<file path="src/rtl/txcwd_pkg.sv">
// package: field layout, register map and types of the tx command decoder
package txcwd_pkg;
    // ==========================================================
    // first command word fields
    localparam int CMDA_DONE_BIT  = 31;
    localparam int CMDA_ALIGN_HI  = 25;
    localparam int CMDA_ALIGN_LO  = 24;
    localparam int CMDA_OFS_HI    = 20;
    localparam int CMDA_OFS_LO    = 16;
    localparam int CMDA_FIRST_BIT = 13;
    localparam int CMDA_LAST_BIT  = 12;
    localparam int CMDA_SIZE_HI   = 10;
    localparam int CMDA_SIZE_LO   = 0;
    // ==========================================================
    // second command word fields
    localparam int CMDB_TAG_HI    = 31;
    localparam int CMDB_TAG_LO    = 16;
    localparam int CMDB_CSUM_BIT  = 14;
    localparam int CMDB_NOCRC_BIT = 13;
    localparam int CMDB_NOPAD_BIT = 12;
    localparam int CMDB_LEN_HI    = 10;
    localparam int CMDB_LEN_LO    = 0;
    // ==========================================================
    // end alignment codes
    localparam logic [1:0] ALIGN_4  = 2'h0;
    localparam logic [1:0] ALIGN_16 = 2'h1;
    localparam logic [1:0] ALIGN_32 = 2'h2;
    // ==========================================================
    // apb register byte addresses
    localparam logic [7:0] REG_CTRL   = 8'h00;
    localparam logic [7:0] REG_STATUS = 8'h04;
    localparam logic [7:0] REG_MASK   = 8'h08;
    localparam logic [7:0] REG_TAG    = 8'h0C;
    localparam logic [7:0] REG_COUNT  = 8'h10;
    // ==========================================================
    // status bits and reset values
    localparam int ST_DONE = 0;
    localparam int ST_ERR  = 1;
    localparam int ST_PKT  = 2;
    localparam int NUM_EV  = 3;
    localparam logic [31:0] ZERO_WORD  = 32'h0000_0000;
    localparam logic [10:0] ZERO_COUNT = 11'h000;
    localparam logic [2:0]  ZERO_EV    = 3'h0;
    // ==========================================================
    // per packet control handed to the mac path
    typedef struct packed {
        logic [15:0] tag;
        logic        csum_en;
        logic        add_crc;
        logic        add_pad;
        logic [4:0]  ofs;
        logic        first;
        logic        last;
    } txcwd_ctl_t;
    // one 32-bit stream beat
    typedef struct packed {
        logic [31:0] data;
        logic        valid;
    } txcwd_beat_t;
endpackage : txcwd_pkg

</file>
<file path="src/rtl/txcwd_pad.sv">
// pad counter: filler dwords that follow a buffer
`timescale 1ns/1ns
`default_nettype none
module txcwd_pad
    import txcwd_pkg::*;
(
    // command fields
    input  wire logic [1:0]  align,
    input  wire logic [4:0]  ofs,
    input  wire logic [10:0] size,
    // results
    output logic      [9:0]  data_dw,
    output logic      [3:0]  fill_dw
);
    logic [11:0] span;
    logic [9:0]  used;
    logic [2:0]  blk;
    always_comb begin
        span    = 12'(size) + 12'(ofs) + 12'h003;
        used    = span[11:2];
        data_dw = used;
        case (align)
            ALIGN_16: blk = 3'h3;
            ALIGN_32: blk = 3'h7;
            default:  blk = 3'h0;
        endcase
        // dwords from data end up to next aligned block
        fill_dw = 4'((~used[2:0] + 3'h1) & blk);
    end
endmodule : txcwd_pad
`default_nettype wire

</file>
<file path="src/rtl/txcwd_sum.sv">
// length accumulator across the segments of one packet
`timescale 1ns/1ns
`default_nettype none
module txcwd_sum
    import txcwd_pkg::*;
(
    // clock and reset
    input  wire logic        pclk,
    input  wire logic        presetn,
    // segment events
    input  wire logic        seg_stb,
    input  wire logic        first,
    input  wire logic [10:0] size,
    // running total
    output logic      [11:0] total_r,
    output logic      [11:0] total_nxt
);
    always_comb begin
        total_nxt = first ? 12'(size) : total_r + 12'(size);
    end
    always_ff @(posedge pclk or negedge presetn) begin
        if (!presetn) begin
            total_r <= 12'h000;
        end else if (seg_stb) begin
            total_r <= total_nxt;
        end
    end
endmodule : txcwd_sum
`default_nettype wire

</file>
<file path="src/rtl/txcwd_top.sv">
// tx command word decoder with apb control and status
`timescale 1ns/1ns
`default_nettype none
// Overview of operation
// - byte offset from word one bits 20:16
// - word one bits 10:0 give buffer bytes
// - size, offset and alignment give filler dwords, dropped
// - summed sizes mismatch length sets error flag
// - tag copied to tag register unchanged
// - checksum needs request, first segment, engine enable
// - word two bit 13 disables crc append
// - word two bit 12 suppresses short frame padding
// - padding suppressed by word two still forces crc append
// - alignment field bits 25:24 selects 4/16/32
// - word one bit 31 raises buffer loaded flag
// - word one, word two, then buffer data
module txcwd_top
    import txcwd_pkg::*;
(
    // apb
    input  wire logic        pclk,
    input  wire logic        presetn,
    input  wire logic        psel,
    input  wire logic        penable,
    input  wire logic        pwrite,
    input  wire logic [7:0]  paddr,
    input  wire logic [31:0] pwdata,
    output logic      [31:0] prdata,
    output logic             pready,
    output logic             pslverr,
    // transmit fifo stream in
    input  wire logic [31:0] in_data,
    input  wire logic        in_valid,
    output logic             in_ready,
    // stripped data out
    output logic      [31:0] out_data,
    output logic             out_valid,
    output logic             out_last,
    // per packet control
    output txcwd_ctl_t       ctl,
    output logic             ctl_valid,
    // flags
    output logic             buffer_loaded_flag,
    output logic             transmit_error_flag,
    output logic             irq
);
    // ==========================================================
    // state
    typedef enum logic [2:0] {
        S_CMDA, S_CMDB, S_SKIP, S_DATA, S_FILL
    } txcwd_state_t;

    txcwd_state_t state_r;
    logic [31:0]  cmda_r;
    logic [31:0]  cmdb_r;
    logic [9:0]   left_r;
    logic [3:0]   fill_r;
    logic [2:0]   skip_r;
    logic [31:0]  cmdb_now;
    logic         tx_checksum_engine_enable;
    logic         ctrl_nopad_r;
    logic [31:0]  ctrl_r;
    logic [2:0]   stat_r;
    logic [2:0]   mask_r;
    logic [15:0]  tag_r;
    logic [10:0]  cnt_r;
    logic [2:0]   ev;
    logic [9:0]   data_dw;
    logic [3:0]   fill_dw;
    logic [11:0]  total_r;
    logic [11:0]  total_nxt;
    logic         take;
    logic         seg_stb;
    logic         seg_end;
    logic         apb_acc;
    logic         apb_wr;
    logic         apb_rd;

    assign take    = in_valid && in_ready;
    assign apb_acc = psel && penable;
    assign apb_wr  = apb_acc && pwrite;
    assign apb_rd  = apb_acc && !pwrite;
    assign tx_checksum_engine_enable = ctrl_r[0];
    assign ctrl_nopad_r = ctrl_r[1];

    // ==========================================================
    // filler and length helpers
    // byte count into helpers
    txcwd_pad u_pad (
        .align   (cmda_r[CMDA_ALIGN_HI:CMDA_ALIGN_LO]),
        .ofs     (cmda_r[CMDA_OFS_HI:CMDA_OFS_LO]),
        .size    (cmda_r[CMDA_SIZE_HI:CMDA_SIZE_LO]),
        .data_dw (data_dw),
        .fill_dw (fill_dw)
    );

    txcwd_sum u_sum (
        .pclk      (pclk),
        .presetn   (presetn),
        .seg_stb   (seg_stb),
        .first     (cmda_r[CMDA_FIRST_BIT]),
        .size      (cmda_r[CMDA_SIZE_HI:CMDA_SIZE_LO]),
        .total_r   (total_r),
        .total_nxt (total_nxt)
    );

    // ==========================================================
    // buffer sequencer
    // two command words then data
    always_ff @(posedge pclk or negedge presetn) begin
        if (!presetn) begin
            state_r <= S_CMDA;
            cmda_r  <= ZERO_WORD;
            cmdb_r  <= ZERO_WORD;
            left_r  <= 10'h000;
            fill_r  <= 4'h0;
            skip_r  <= 3'h0;
        end else if (take) begin
            case (state_r)
                S_CMDA: begin
                    cmda_r  <= in_data;
                    state_r <= S_CMDB;
                end
                S_CMDB: begin
                    cmdb_r <= in_data;
                    // whole-dword part of the offset skipped
                    skip_r <= cmda_r[CMDA_OFS_HI:CMDA_OFS_LO+2];
                    left_r <= data_dw - 10'(cmda_r[CMDA_OFS_HI:CMDA_OFS_LO+2]);
                    fill_r <= fill_dw;
                    if (cmda_r[CMDA_OFS_HI:CMDA_OFS_LO+2] != 3'h0)
                        state_r <= S_SKIP;
                    else if (data_dw != 10'h000)
                        state_r <= S_DATA;
                    else if (fill_dw != 4'h0)
                        state_r <= S_FILL;
                    else
                        state_r <= S_CMDA;
                end
                S_SKIP: begin
                    skip_r <= skip_r - 3'h1;
                    if (skip_r == 3'h1) begin
                        if (left_r != 10'h000)
                            state_r <= S_DATA;
                        else if (fill_r != 4'h0)
                            state_r <= S_FILL;
                        else
                            state_r <= S_CMDA;
                    end
                end
                S_DATA: begin
                    left_r <= left_r - 10'h001;
                    if (left_r == 10'h001)
                        state_r <= (fill_r != 4'h0) ? S_FILL : S_CMDA;
                end
                S_FILL: begin
                    fill_r <= fill_r - 4'h1;
                    if (fill_r == 4'h1)
                        state_r <= S_CMDA;
                end
                default: state_r <= S_CMDA;
            endcase
        end
    end

    assign seg_end = take && (
        (state_r == S_DATA && left_r == 10'h001 && fill_r == 4'h0) ||
        (state_r == S_FILL && fill_r == 4'h1) ||
        (state_r == S_SKIP && skip_r == 3'h1 && left_r == 10'h000 &&
         fill_r == 4'h0) ||
        (state_r == S_CMDB && data_dw == 10'h000 && fill_dw == 4'h0 &&
         cmda_r[CMDA_OFS_HI:CMDA_OFS_LO+2] == 3'h0));
    assign seg_stb = seg_end;

    // ==========================================================
    // stream outputs
    always_ff @(posedge pclk or negedge presetn) begin
        if (!presetn) begin
            out_data  <= ZERO_WORD;
            out_valid <= 1'b0;
            out_last  <= 1'b0;
            in_ready  <= 1'b0;
        end else begin
            in_ready  <= 1'b1;
            out_valid <= take && state_r == S_DATA;
            out_last  <= take && state_r == S_DATA && left_r == 10'h001 &&
                         cmda_r[CMDA_LAST_BIT];
            if (take && state_r == S_DATA)
                out_data <= in_data;
        end
    end

    // ==========================================================
    // per packet control decode
    always_ff @(posedge pclk or negedge presetn) begin
        if (!presetn) begin
            ctl       <= '0;
            ctl_valid <= 1'b0;
        end else begin
            ctl_valid <= take && state_r == S_CMDB;
            if (take && state_r == S_CMDB) begin
                ctl.tag     <= in_data[CMDB_TAG_HI:CMDB_TAG_LO];
                ctl.csum_en <= in_data[CMDB_CSUM_BIT] &&
                               cmda_r[CMDA_FIRST_BIT] &&
                               tx_checksum_engine_enable;
                // crc off only when word two bit 12 is clear
                ctl.add_crc <= !in_data[CMDB_NOCRC_BIT] ||
                               in_data[CMDB_NOPAD_BIT];
                ctl.add_pad <= !in_data[CMDB_NOPAD_BIT] && !ctrl_nopad_r;
                ctl.ofs     <= cmda_r[CMDA_OFS_HI:CMDA_OFS_LO];
                ctl.first   <= cmda_r[CMDA_FIRST_BIT];
                ctl.last    <= cmda_r[CMDA_LAST_BIT];
            end
        end
    end

    // ==========================================================
    // events, length check
    // word two as it arrives, for buffers with no data
    assign cmdb_now = (state_r == S_CMDB) ? in_data : cmdb_r;

    always_comb begin
        ev = ZERO_EV;
        ev[ST_DONE] = seg_end && cmda_r[CMDA_DONE_BIT];
        ev[ST_ERR]  = seg_end && cmda_r[CMDA_LAST_BIT] &&
                      total_nxt != 12'(cmdb_now[CMDB_LEN_HI:CMDB_LEN_LO]);
        ev[ST_PKT]  = seg_end && cmda_r[CMDA_LAST_BIT];
    end

    // ==========================================================
    // apb registers
    always_ff @(posedge pclk or negedge presetn) begin
        if (!presetn) begin
            ctrl_r <= ZERO_WORD;
            mask_r <= ZERO_EV;
        end else if (apb_wr) begin
            if (paddr == REG_CTRL)
                ctrl_r <= {30'h0000_0000, pwdata[1:0]};
            if (paddr == REG_MASK)
                mask_r <= pwdata[NUM_EV-1:0];
        end
    end

    // sticky status, set wins over write-one clear
    always_ff @(posedge pclk or negedge presetn) begin
        if (!presetn) begin
            stat_r <= ZERO_EV;
        end else begin
            stat_r <= (stat_r & ~((apb_wr && paddr == REG_STATUS) ?
                       pwdata[NUM_EV-1:0] : ZERO_EV)) | ev;
        end
    end

    always_ff @(posedge pclk or negedge presetn) begin
        if (!presetn) begin
            tag_r <= 16'h0000;
            cnt_r <= ZERO_COUNT;
        end else begin
            if (ev[ST_PKT])
                tag_r <= cmdb_now[CMDB_TAG_HI:CMDB_TAG_LO];
            if (seg_stb)
                cnt_r <= 11'(total_nxt);
        end
    end

    always_ff @(posedge pclk or negedge presetn) begin
        if (!presetn) begin
            prdata  <= ZERO_WORD;
            pready  <= 1'b0;
            pslverr <= 1'b0;
        end else begin
            pready  <= psel && !penable;
            pslverr <= psel && !penable &&
                       !(paddr == REG_CTRL || paddr == REG_STATUS ||
                         paddr == REG_MASK || paddr == REG_TAG ||
                         paddr == REG_COUNT);
            if (psel && !penable && !pwrite) begin
                case (paddr)
                    REG_CTRL:   prdata <= ctrl_r;
                    REG_STATUS: prdata <= {29'h0000_0000, stat_r};
                    REG_MASK:   prdata <= {29'h0000_0000, mask_r};
                    REG_TAG:    prdata <= {16'h0000, tag_r};
                    REG_COUNT:  prdata <= {21'h00_0000, cnt_r};
                    default:    prdata <= ZERO_WORD;
                endcase
            end
        end
    end

    always_ff @(posedge pclk or negedge presetn) begin
        if (!presetn) begin
            buffer_loaded_flag  <= 1'b0;
            transmit_error_flag <= 1'b0;
            irq                 <= 1'b0;
        end else begin
            buffer_loaded_flag  <= ev[ST_DONE];
            transmit_error_flag <= ev[ST_ERR];
            irq                 <= |(stat_r & mask_r);
        end
    end
endmodule : txcwd_top
`default_nettype wire

</file>
<file path="config.mk">
export PLATFORM = sky130hd
export DESIGN_NAME = txcwd_top
export DESIGN_NICKNAME = d
export VERILOG_FILES = /design/src/rtl/txcwd_pkg.sv /design/src/rtl/txcwd_pad.sv /design/src/rtl/txcwd_sum.sv /design/src/rtl/txcwd_top.sv
export SDC_FILE = /design/constraint.sdc
export NUM_CORES = 1
export LEC_CHECK = 0
export BUFFER_PORTS_ARGS = -buffer_cell sky130_fd_sc_hd__buf_2
export CAP_MARGIN = 10
export CORE_UTILIZATION = 45
export CTS_CLUSTER_SIZE = 12
export DETAILED_ROUTE_END_ITERATION = 6
export PLACE_DENSITY = 0.71
export SETUP_SLACK_MARGIN = 0.1
export SLEW_MARGIN = 20
export SYNTH_ARGS = -nofsm -noshare
export SYNTH_HDL_FRONTEND = slang
export SYNTH_SLANG_ARGS = --single-unit
</file>
<file path="constraint.sdc">
create_clock -name pclk -period 6.2 [get_ports pclk]
set_clock_uncertainty 0.05 [all_clocks]
set_input_delay 1.24 -clock pclk [delete_from_list [all_inputs] [get_ports pclk]]
set_output_delay 1.24 -clock pclk [all_outputs]
set_load 0.05 [all_outputs]
</file>
==> key figures, run 1 <==
Synth
  • Count leader, synth: nand2_1
  • Post-synth top flop: dfrtp_1
  • Yosys warning count: 0
  • Synth area leader: dfrtp_1
  • Seq/Total Area, Yosys: between 40% and 50%
  • Ranking of synthesized cells by area: dfrtp_1, nand2_1, mux2_2
  • Distinct cells, synth: just under 70
  • Cell count after synthesis: ~990
  • FF+latch count, synth: 187
  • EDFF count, synth: 0
  • Synthesized area: ~0.0097 mm^2
  • FFs w/ async S/R, synth: 100.0%
  • Syn avg cell area: between 9 and 10 um^2
  • Synth cell count leaders: nand2_1, dfrtp_1, o21ai_0
  • Top cell type's share of synthesized area: between 40% and 50%

Worst setup path
  • Crit path max-delay cell type: o41a_2
  • CP Capture Type: register
  • CP top delay family: compound AO/OA/AOI/OAI gates
  • Worst path bufs/invs: 3
  • Crit-path cells: inv_1 -> ha_1 -> o21ba_2 -> inv_1 -> fa_1 -> xnor2_1 -> inv_1 -> ha_1 -> nand2b_1 -> a22o_1 -> o41a_2 -> nor2_4 -> mux2_2
  • Setup Crit Path Kind: register to register
  • CP required: approximately 6.5 ns
  • Critical Path Fanout Max: 16
  • Cell mode on critical path: inv_1
  • Startpoint types: register
  • Crit Reg-Reg Startpoint: cmda_r[1]$_DFFE_PN0P_
  • Worst setup startpoint: cmda_r[1]$_DFFE_PN0P_
  • Slowest stage delay, CP: 0.61 ns
  • Crit path arrival time: approximately 4.7 ns

GRT
  • Initial antenna violation count: 0
  • Gr usage total: between 20 and 25%
  • Vias in the first global route: 7497
  • Global-route wire length before repair: roughly 40000 um
  • Pin count of the biggest net entering global routing: 78
  • GRT overflow: 0

STA
  • Setup TNS after final layout: 0 ns
  • Relative slew slack: around a third
  • RSZ-0062 raised after global routing: no
  • Final period utilization: 71.82%
  • Post-route setup slack: 1.747 ns
  • Slew Viols, Final: 0
  • Fin. Hold Viols: 0
  • Worst-margin pin slew: ~1 ns
  • Max Freq: around 220 MHz
  • Minimum clock period: 4.453 ns
  • Setup Viol. Count Final: 0

Routing
  • DRT antenna net count: 0
  • Residual DRC: 0
  • Routed metal-1 wire length: 10640 um
  • Final WL: around 24000 um
  • Via count: around 7.6k
  • Drt first pass iters: 5
  • Metal3 WL: roughly 1300 um
  • WL/cell: between 15 and 20 um
  • Top Metal Used: met4
  • WL met2: 11620 um
  • Post-DR vias/cell: roughly 5.5
  • DRT iter0 DRCs: between 500 and 600

CTS
  • Worst skew pair latency: 0.45 ns
  • Post-cts sizing count: 0
  • Clock tree root buffer cell: clkbuf_16
  • Clock Path Buffers: 2
  • CTS sink cnt: approximately 190
  • CTS Buf Count: 17
  • CTS hold repair buffers: 0
  • Post-CTS Setup Bufs: 0
  • H-tree Lvls: 4
  • Clock slew at reported path FFs: approximately 0.070 ns
  • TritonCTS clock tree: done

Power
  • Total power divided by cell area: just under 600 mW/mm^2
  • Total power: roughly 0.0065 W
  • Leakage: around 5.5 nW
  • Peak VDD IR: between 0.0003 and 0.0004 V

Layout
  • Antenna Cells: 0
  • Filler cells: between 1.5k and 2k
  • Layout Utilization: 52.68%
  • Share of layout cells above drive strength 1: between 20% and 30%
  • Nets@finish: about 1.2k
  • Area Growth Syn to Fin: 14.30%
  • Post-route cell area: roughly 0.011 mm^2

Floorplanning
  • Die W: between 100 and 150 um
  • I/O pins: ~180
  • FP Rows: between 50 and 60
  • Initial Util: a little under half
  • Chip height: 149.0 um
  • Full die area: ~0.022 mm^2
  • Core area: about 0.021 mm^2

Run status
  • Status: finished clean

Worst hold path
  • Hold Startpoint: ctl[12]$_DFFE_PN0P_
  • Hold crit path type: register to register

Run
  • Max Cap Viol: 0

Place
  • I/O Buffers: approximately 130
  • Routability Congestion: a little over 0.9
  • DPL Wire Length: roughly 17000 um
  • Setup WS pre-CTS: roughly 1.8 ns
  • Area after DPL: approximately 0.011 mm^2
[path summary, 6_finish.rpt]
path	end	slack, ns	cells after the start
max reg2reg	tag_r[0]$_DFFE_PN0P_	1.75	13
min in group asynchronous	prdata[0]$_DFFE_PN0P_	0.77	1
min	ctl[12]$_DFFE_PN0P_	0.42	2
max in group asynchronous	fill_r[0]$_DFFE_PN0P_	4.08	2
max	tag_r[0]$_DFFE_PN0P_	1.75	13
min reg2reg	ctl[12]$_DFFE_PN0P_	0.42	2
[through the flow]
step / std cells / hold WS [ns]
floorplan: 1003 / 0.3950
global placement: 1353 / 0.4040
detailed placement: 1353 / 0.4066
CTS: 1385 / 0.4251
global route: 1385 / 0.4392
finish: 1385 / 0.4230
[worst reg2reg max path: stages, from the launching register on]
cell and delay, ns:
dfrtp_1 0.44, inv_1 0.08, ha_1 0.29, o21ba_2 0.27
inv_1 0.06, fa_1 0.41, xnor2_1 0.36, inv_1 0.08
ha_1 0.32, nand2b_1 0.15, a22o_1 0.21, o41a_2 0.61
nor2_4 0.58, mux2_2 0.42
[placed cells by master, fill, tap and decap left out, types with 5 or more instances in the layout]
cell / n
mux2i_1: 14
o21a_1: 5
a31oi_1: 5
nor2b_1: 7
mux2_4: 16
nand2b_1: 5
o21ai_0: 68
a22oi_1: 14
nand2_1: 246
conb_1: 17
clkbuf_16: 17
dfrtp_1: 187
buf_2: 130
nand4_1: 5
xor2_1: 12
o31ai_1: 5
buf_4: 7
o211ai_1: 5
nor4_1: 6
a21oi_1: 32
nor3_1: 21
xnor2_1: 20
and3_1: 5
nand3_1: 14
nor2_1: 32
a21o_1: 6
ha_1: 30
inv_1: 27
mux2_2: 60
[per-layer routing]
layer  vias up  global-route usage (%)
met5         -                       0
met4         0                   8.112
met3        33                   4.954
met2       234                   36.56
met1      3739                   29.70
li1       3617                       -
[area by class of cell]
type | instances | area, um^2 | share of cell area (%)
tap | 275 | 344.1 | 3.097
inverter | 28 | 105.1 | 0.9461
clock buffer | 18 | 429.2 | 3.863
clock inverter | 14 | 156.4 | 1.408
sequential | 187 | 4679 | 42.12
timing repair buffer | 138 | 716.9 | 6.453
multi-input combinational | 725 | 4678 | 42.11
[registers in the layout, summed over array words and instances, names as in the netlist, 2 cells and up]
name,cells
stat_r,3
prdata,16
mask_r,3
cmdb_r,27
cmda_r,21
ctrl_r,2
state_r,3
out_data,32
skip_r,3
tag_r,16
left_r,10
u_sum.total_r,12
fill_r,4
ctl,26
[where the power goes]
group          switching (W)  internal, W  leakage [nW]
combinational        0.00219      0.00124          2.79
sequential          0.000381      0.00163          2.39
clock               0.000547     0.000540         0.286
total                0.00312      0.00341          5.47
[cells by family after synthesis]
family / Yosys count / share of synthesized area [%]
AND/OR/NAND/NOR: 366 / 16.30
AO/OA/AOI/OAI: 185 / 12.24
flip-flops: 187 / 48.15
multiplexers: 92 / 11.33
XOR/XNOR: 32 / 2.884
other: 2 / 0.07727
buffers and inverters: 91 / 4.544
adder cells (fa/ha/maj): 33 / 4.480
Note: power is estimated with default switching activity, not from simulation.
==> run 2, diff against run 1 <==
Settings changed: PLACE_DENSITY 0.71 to 0.73.
Clock period 6.2 ns to 3.9 ns, I/O delays scaled along.
==> run 2 against run 1 <==
Net effect:
- worst setup slack worse by 1.5 ns
- global-route usage down 0.34 points
- first-iteration DRC count decreased by 25%
- combinational power rose by 73%
- fmax increased by 20%
- die area did not move
- sequential power is 56% higher
- critical path depth up 1
- via count grew 1.6%
- final area grew 3.0%
- count of clock-buffer cells in the layout is 1 lower
- clock power is 61% higher
==> key figures, run 2 (synthesis results as in run 1) <==
CTS
  • CTS sink cnt: 187 (unchanged)
  • Clock Path Buffers: 2 (unchanged)
  • Clock slew at reported path FFs: 0.08 ns (about the same)
  • TritonCTS clock tree: done
  • CTS Buf Count: 17 (unchanged)
  • Worst skew pair latency: 0.44 ns (about the same)
  • CTS hold repair buffers: 0 (unchanged)
  • Clock tree root buffer cell: clkbuf_16
  • H-tree Lvls: 4 (unchanged)

Worst setup path
  • CP Capture Type: register
  • Crit path max-delay cell type: or4b_1
  • Startpoint types: register
  • CP required: 4.18 ns (-2.29 ns)
  • Slowest stage delay, CP: 0.57 ns (-0.04 ns)
  • Cell mode on critical path: inv_2
  • Crit Reg-Reg Startpoint: cmda_r[1]$_DFFE_PN0P_
  • Worst setup startpoint: cmda_r[1]$_DFFE_PN0P_
  • Critical Path Fanout Max: 8 (-8)
  • CP top delay family: compound AO/OA/AOI/OAI gates
  • Crit-path cells: inv_2 -> ha_4 -> o21ba_4 -> inv_2 -> fa_2 -> xnor2_2 -> inv_1 -> ha_2 -> o21ai_0 -> or4b_1 -> o41a_4 -> nor2_4 -> clkbuf_16 -> mux2_4
  • Crit path arrival time: 3.98 ns (-0.74 ns)
  • Setup Crit Path Kind: register to register
  • Worst path bufs/invs: 4 (+1)

Floorplanning
  • Die W: 149.0 um (unchanged)
  • Chip height: 149.0 um (unchanged)
  • Initial Util: 46.09% (unchanged)
  • Full die area: 0.02219 mm^2 (unchanged)
  • I/O pins: 177 (unchanged)
  • FP Rows: 53 (unchanged)
  • Core area: 0.02109 mm^2 (unchanged)

Layout
  • Largest register by flop count: out_data
  • Area of the multi-input gates: 0.004748 mm^2 (+1.5%)
  • Nets@finish: 1237 (+2.4%)
  • Most common cell after layout, fill and taps aside: nand2_1
  • Layout Utilization: 54.27% (+1.6 points)
  • FF+latch area: 0.004679 mm^2 (unchanged)
  • Largest regs: out_data x32, cmdb_r x27, ctl x26
  • Share of layout cells above drive strength 1: 26.43% (+2.7 points)
  • Max FFs per register: 32 (unchanged)
  • Area Growth Syn to Fin: 17.75%
  • Antenna Cells: 0 (unchanged)
  • Most frequent cells in the layout: nand2_1, dfrtp_1, buf_2, o21ai_0, mux2_2
  • Filler cells: 1879 (-1.4%)

STA
  • Setup Viol. Count Final: 0 (unchanged)
  • Hold slack: 0.3609 ns (-0.06205 ns)
  • Relative slew slack: 41.43% (+8.3 points)
  • Slew Viols, Final: 0 (unchanged)
  • Fin. Hold Viols: 0 (unchanged)
  • Setup TNS after final layout: 0 ns (unchanged)
  • Worst-margin pin slew: 0.8765 ns (-0.1259 ns)
  • RSZ-0062 raised after global routing: no
  • Minimum clock period: 3.696 ns (-0.7568 ns)
  • Max Freq: 270.6 MHz (+20%)
  • Final period utilization: 94.76% (+23 points)

GRT
  • Gr usage total: 22.24% (-0.34 points)
  • Initial antenna violation count: 1 (+1)
  • GRT overflow: 0 (unchanged)
  • Global-route wire length before repair: 38050 um (-2.0%)
  • Vias in the first global route: 7252 (-3.3%)
  • Pin count of the biggest net entering global routing: 95 (+22%)

Run status
  • Status: finished clean

Power
  • Total power divided by cell area: 947.2 mW/mm^2 (+61%)
  • Peak VDD IR: 0.0005546 V (+62%)
  • Leakage: 5.656 nW (+3.4%)

Routing
  • WL/cell: 17.03 um (-2.0%)
  • Final WL: 24080 um (about the same)
  • Post-DR vias/cell: 5.477 (-0.50%)
  • Via count: 7744 (+1.6%)
  • Residual DRC: 0 (unchanged)
  • Drt first pass iters: 5 (unchanged)
  • DRT antenna net count: 0 (unchanged)
  • DRT iter0 DRCs: 430 (-25%)

Place
  • DPL Wire Length: 17150 um (+1.6%)
  • I/O Buffers: 131 (unchanged)
  • Routability Congestion: 0.9042 (-1.4%)

Run
  • Max Cap Viol: 0 (unchanged)

Worst hold path
  • Hold crit path type: input pin to async pin
==> run 2: changes by cell type in the layout (fill, tap and decap cells not counted), moves of 2 or more <==
cell    previous run  this run
inv_2              0         3
inv_1             27        24
ha_4               0         3
buf_4              7        34
mux2_4            16        18
ha_1              30        26
mux2_2            60        58
==> run 2: per-stage QoR <==
stage / cell area, um^2 / setup slack (ns) / total power, W / std cells
5_1_grt: 11440 / 0.1093 / 0.01155 / 1414
2_1_floorplan: 9776 / 0.1473 / 0.007252 / 1003
6_report: 11440 / 0.2042 / 0.01084 / 1414
4_1_cts: 11320 / 0.09701 / 0.01061 / 1408
3_5_place_dp: 10700 / 0.02023 / 0.008807 / 1375
3_3_place_gp: 10700 / 0.06519 / 0.008675 / 1375
==> run 2: per-layer routing <==
layer	vias to the layer above	global-route usage [%]	wire length, um
li1	3672	-	-
met1	3803	30.36	10970
met2	237	35.65	11560
met3	30	3.823	1080
met4	2	7.704	461
met5	-	0	13
==> run 2: final timing paths <==
kind	to	slack [ns]	cells past startpoint
hold / removal	pslverr$_DFF_PN0_	0.36	1
setup reg to reg	tag_r[15]$_DFFE_PN0P_	0.20	14
min in group pclk	ctl[4]$_DFFE_PN0P_	0.43	2
hold reg to reg	ctl[4]$_DFFE_PN0P_	0.43	2
setup / recovery	tag_r[15]$_DFFE_PN0P_	0.20	14
max in group asynchronous	cmda_r[6]$_DFFE_PN0P_	2.58	2
==> run 2: worst register-to-register path, stage by stage, from the launching register on <==
cell and delay (ns):
dfrtp_1 0.40, inv_2 0.08, ha_4 0.19, o21ba_4 0.22
inv_2 0.04, fa_2 0.40, xnor2_2 0.15, inv_1 0.06
ha_2 0.17, o21ai_0 0.07, or4b_1 0.57, o41a_4 0.52
nor2_4 0.18, clkbuf_16 0.19, mux2_4 0.30
==> run 2: layout make-up <==
type                            count  area share [%]
Multi-Input combinational cell    725           41.49
Sequential cell                   187           40.89
Timing Repair Buffer              167           8.429
Clock buffer                       17           3.717
Tap cell                          275           3.006
Clock inverter                     15           1.552
Inverter                           28          0.9183
==> run 2: what timing repair did <==
action / CTS / global route
setup buffers: 1 / 5
gates resized for setup: 1 / 13
endpoints found under the setup margin: 24 / 28
cloned: 0 / 1
pin swaps: 1 / 7
==> run 2: power by group <==
| group | switching, W | internal [W] | leakage [nW] | total [W] |
|---|---|---|---|---|
| combinational | 0.00364 | 0.00231 | 2.97 | 0.00595 |
| clock | 0.000839 | 0.000918 | 0.298 | 0.00176 |
| sequential | 0.000545 | 0.00259 | 2.39 | 0.00313 |
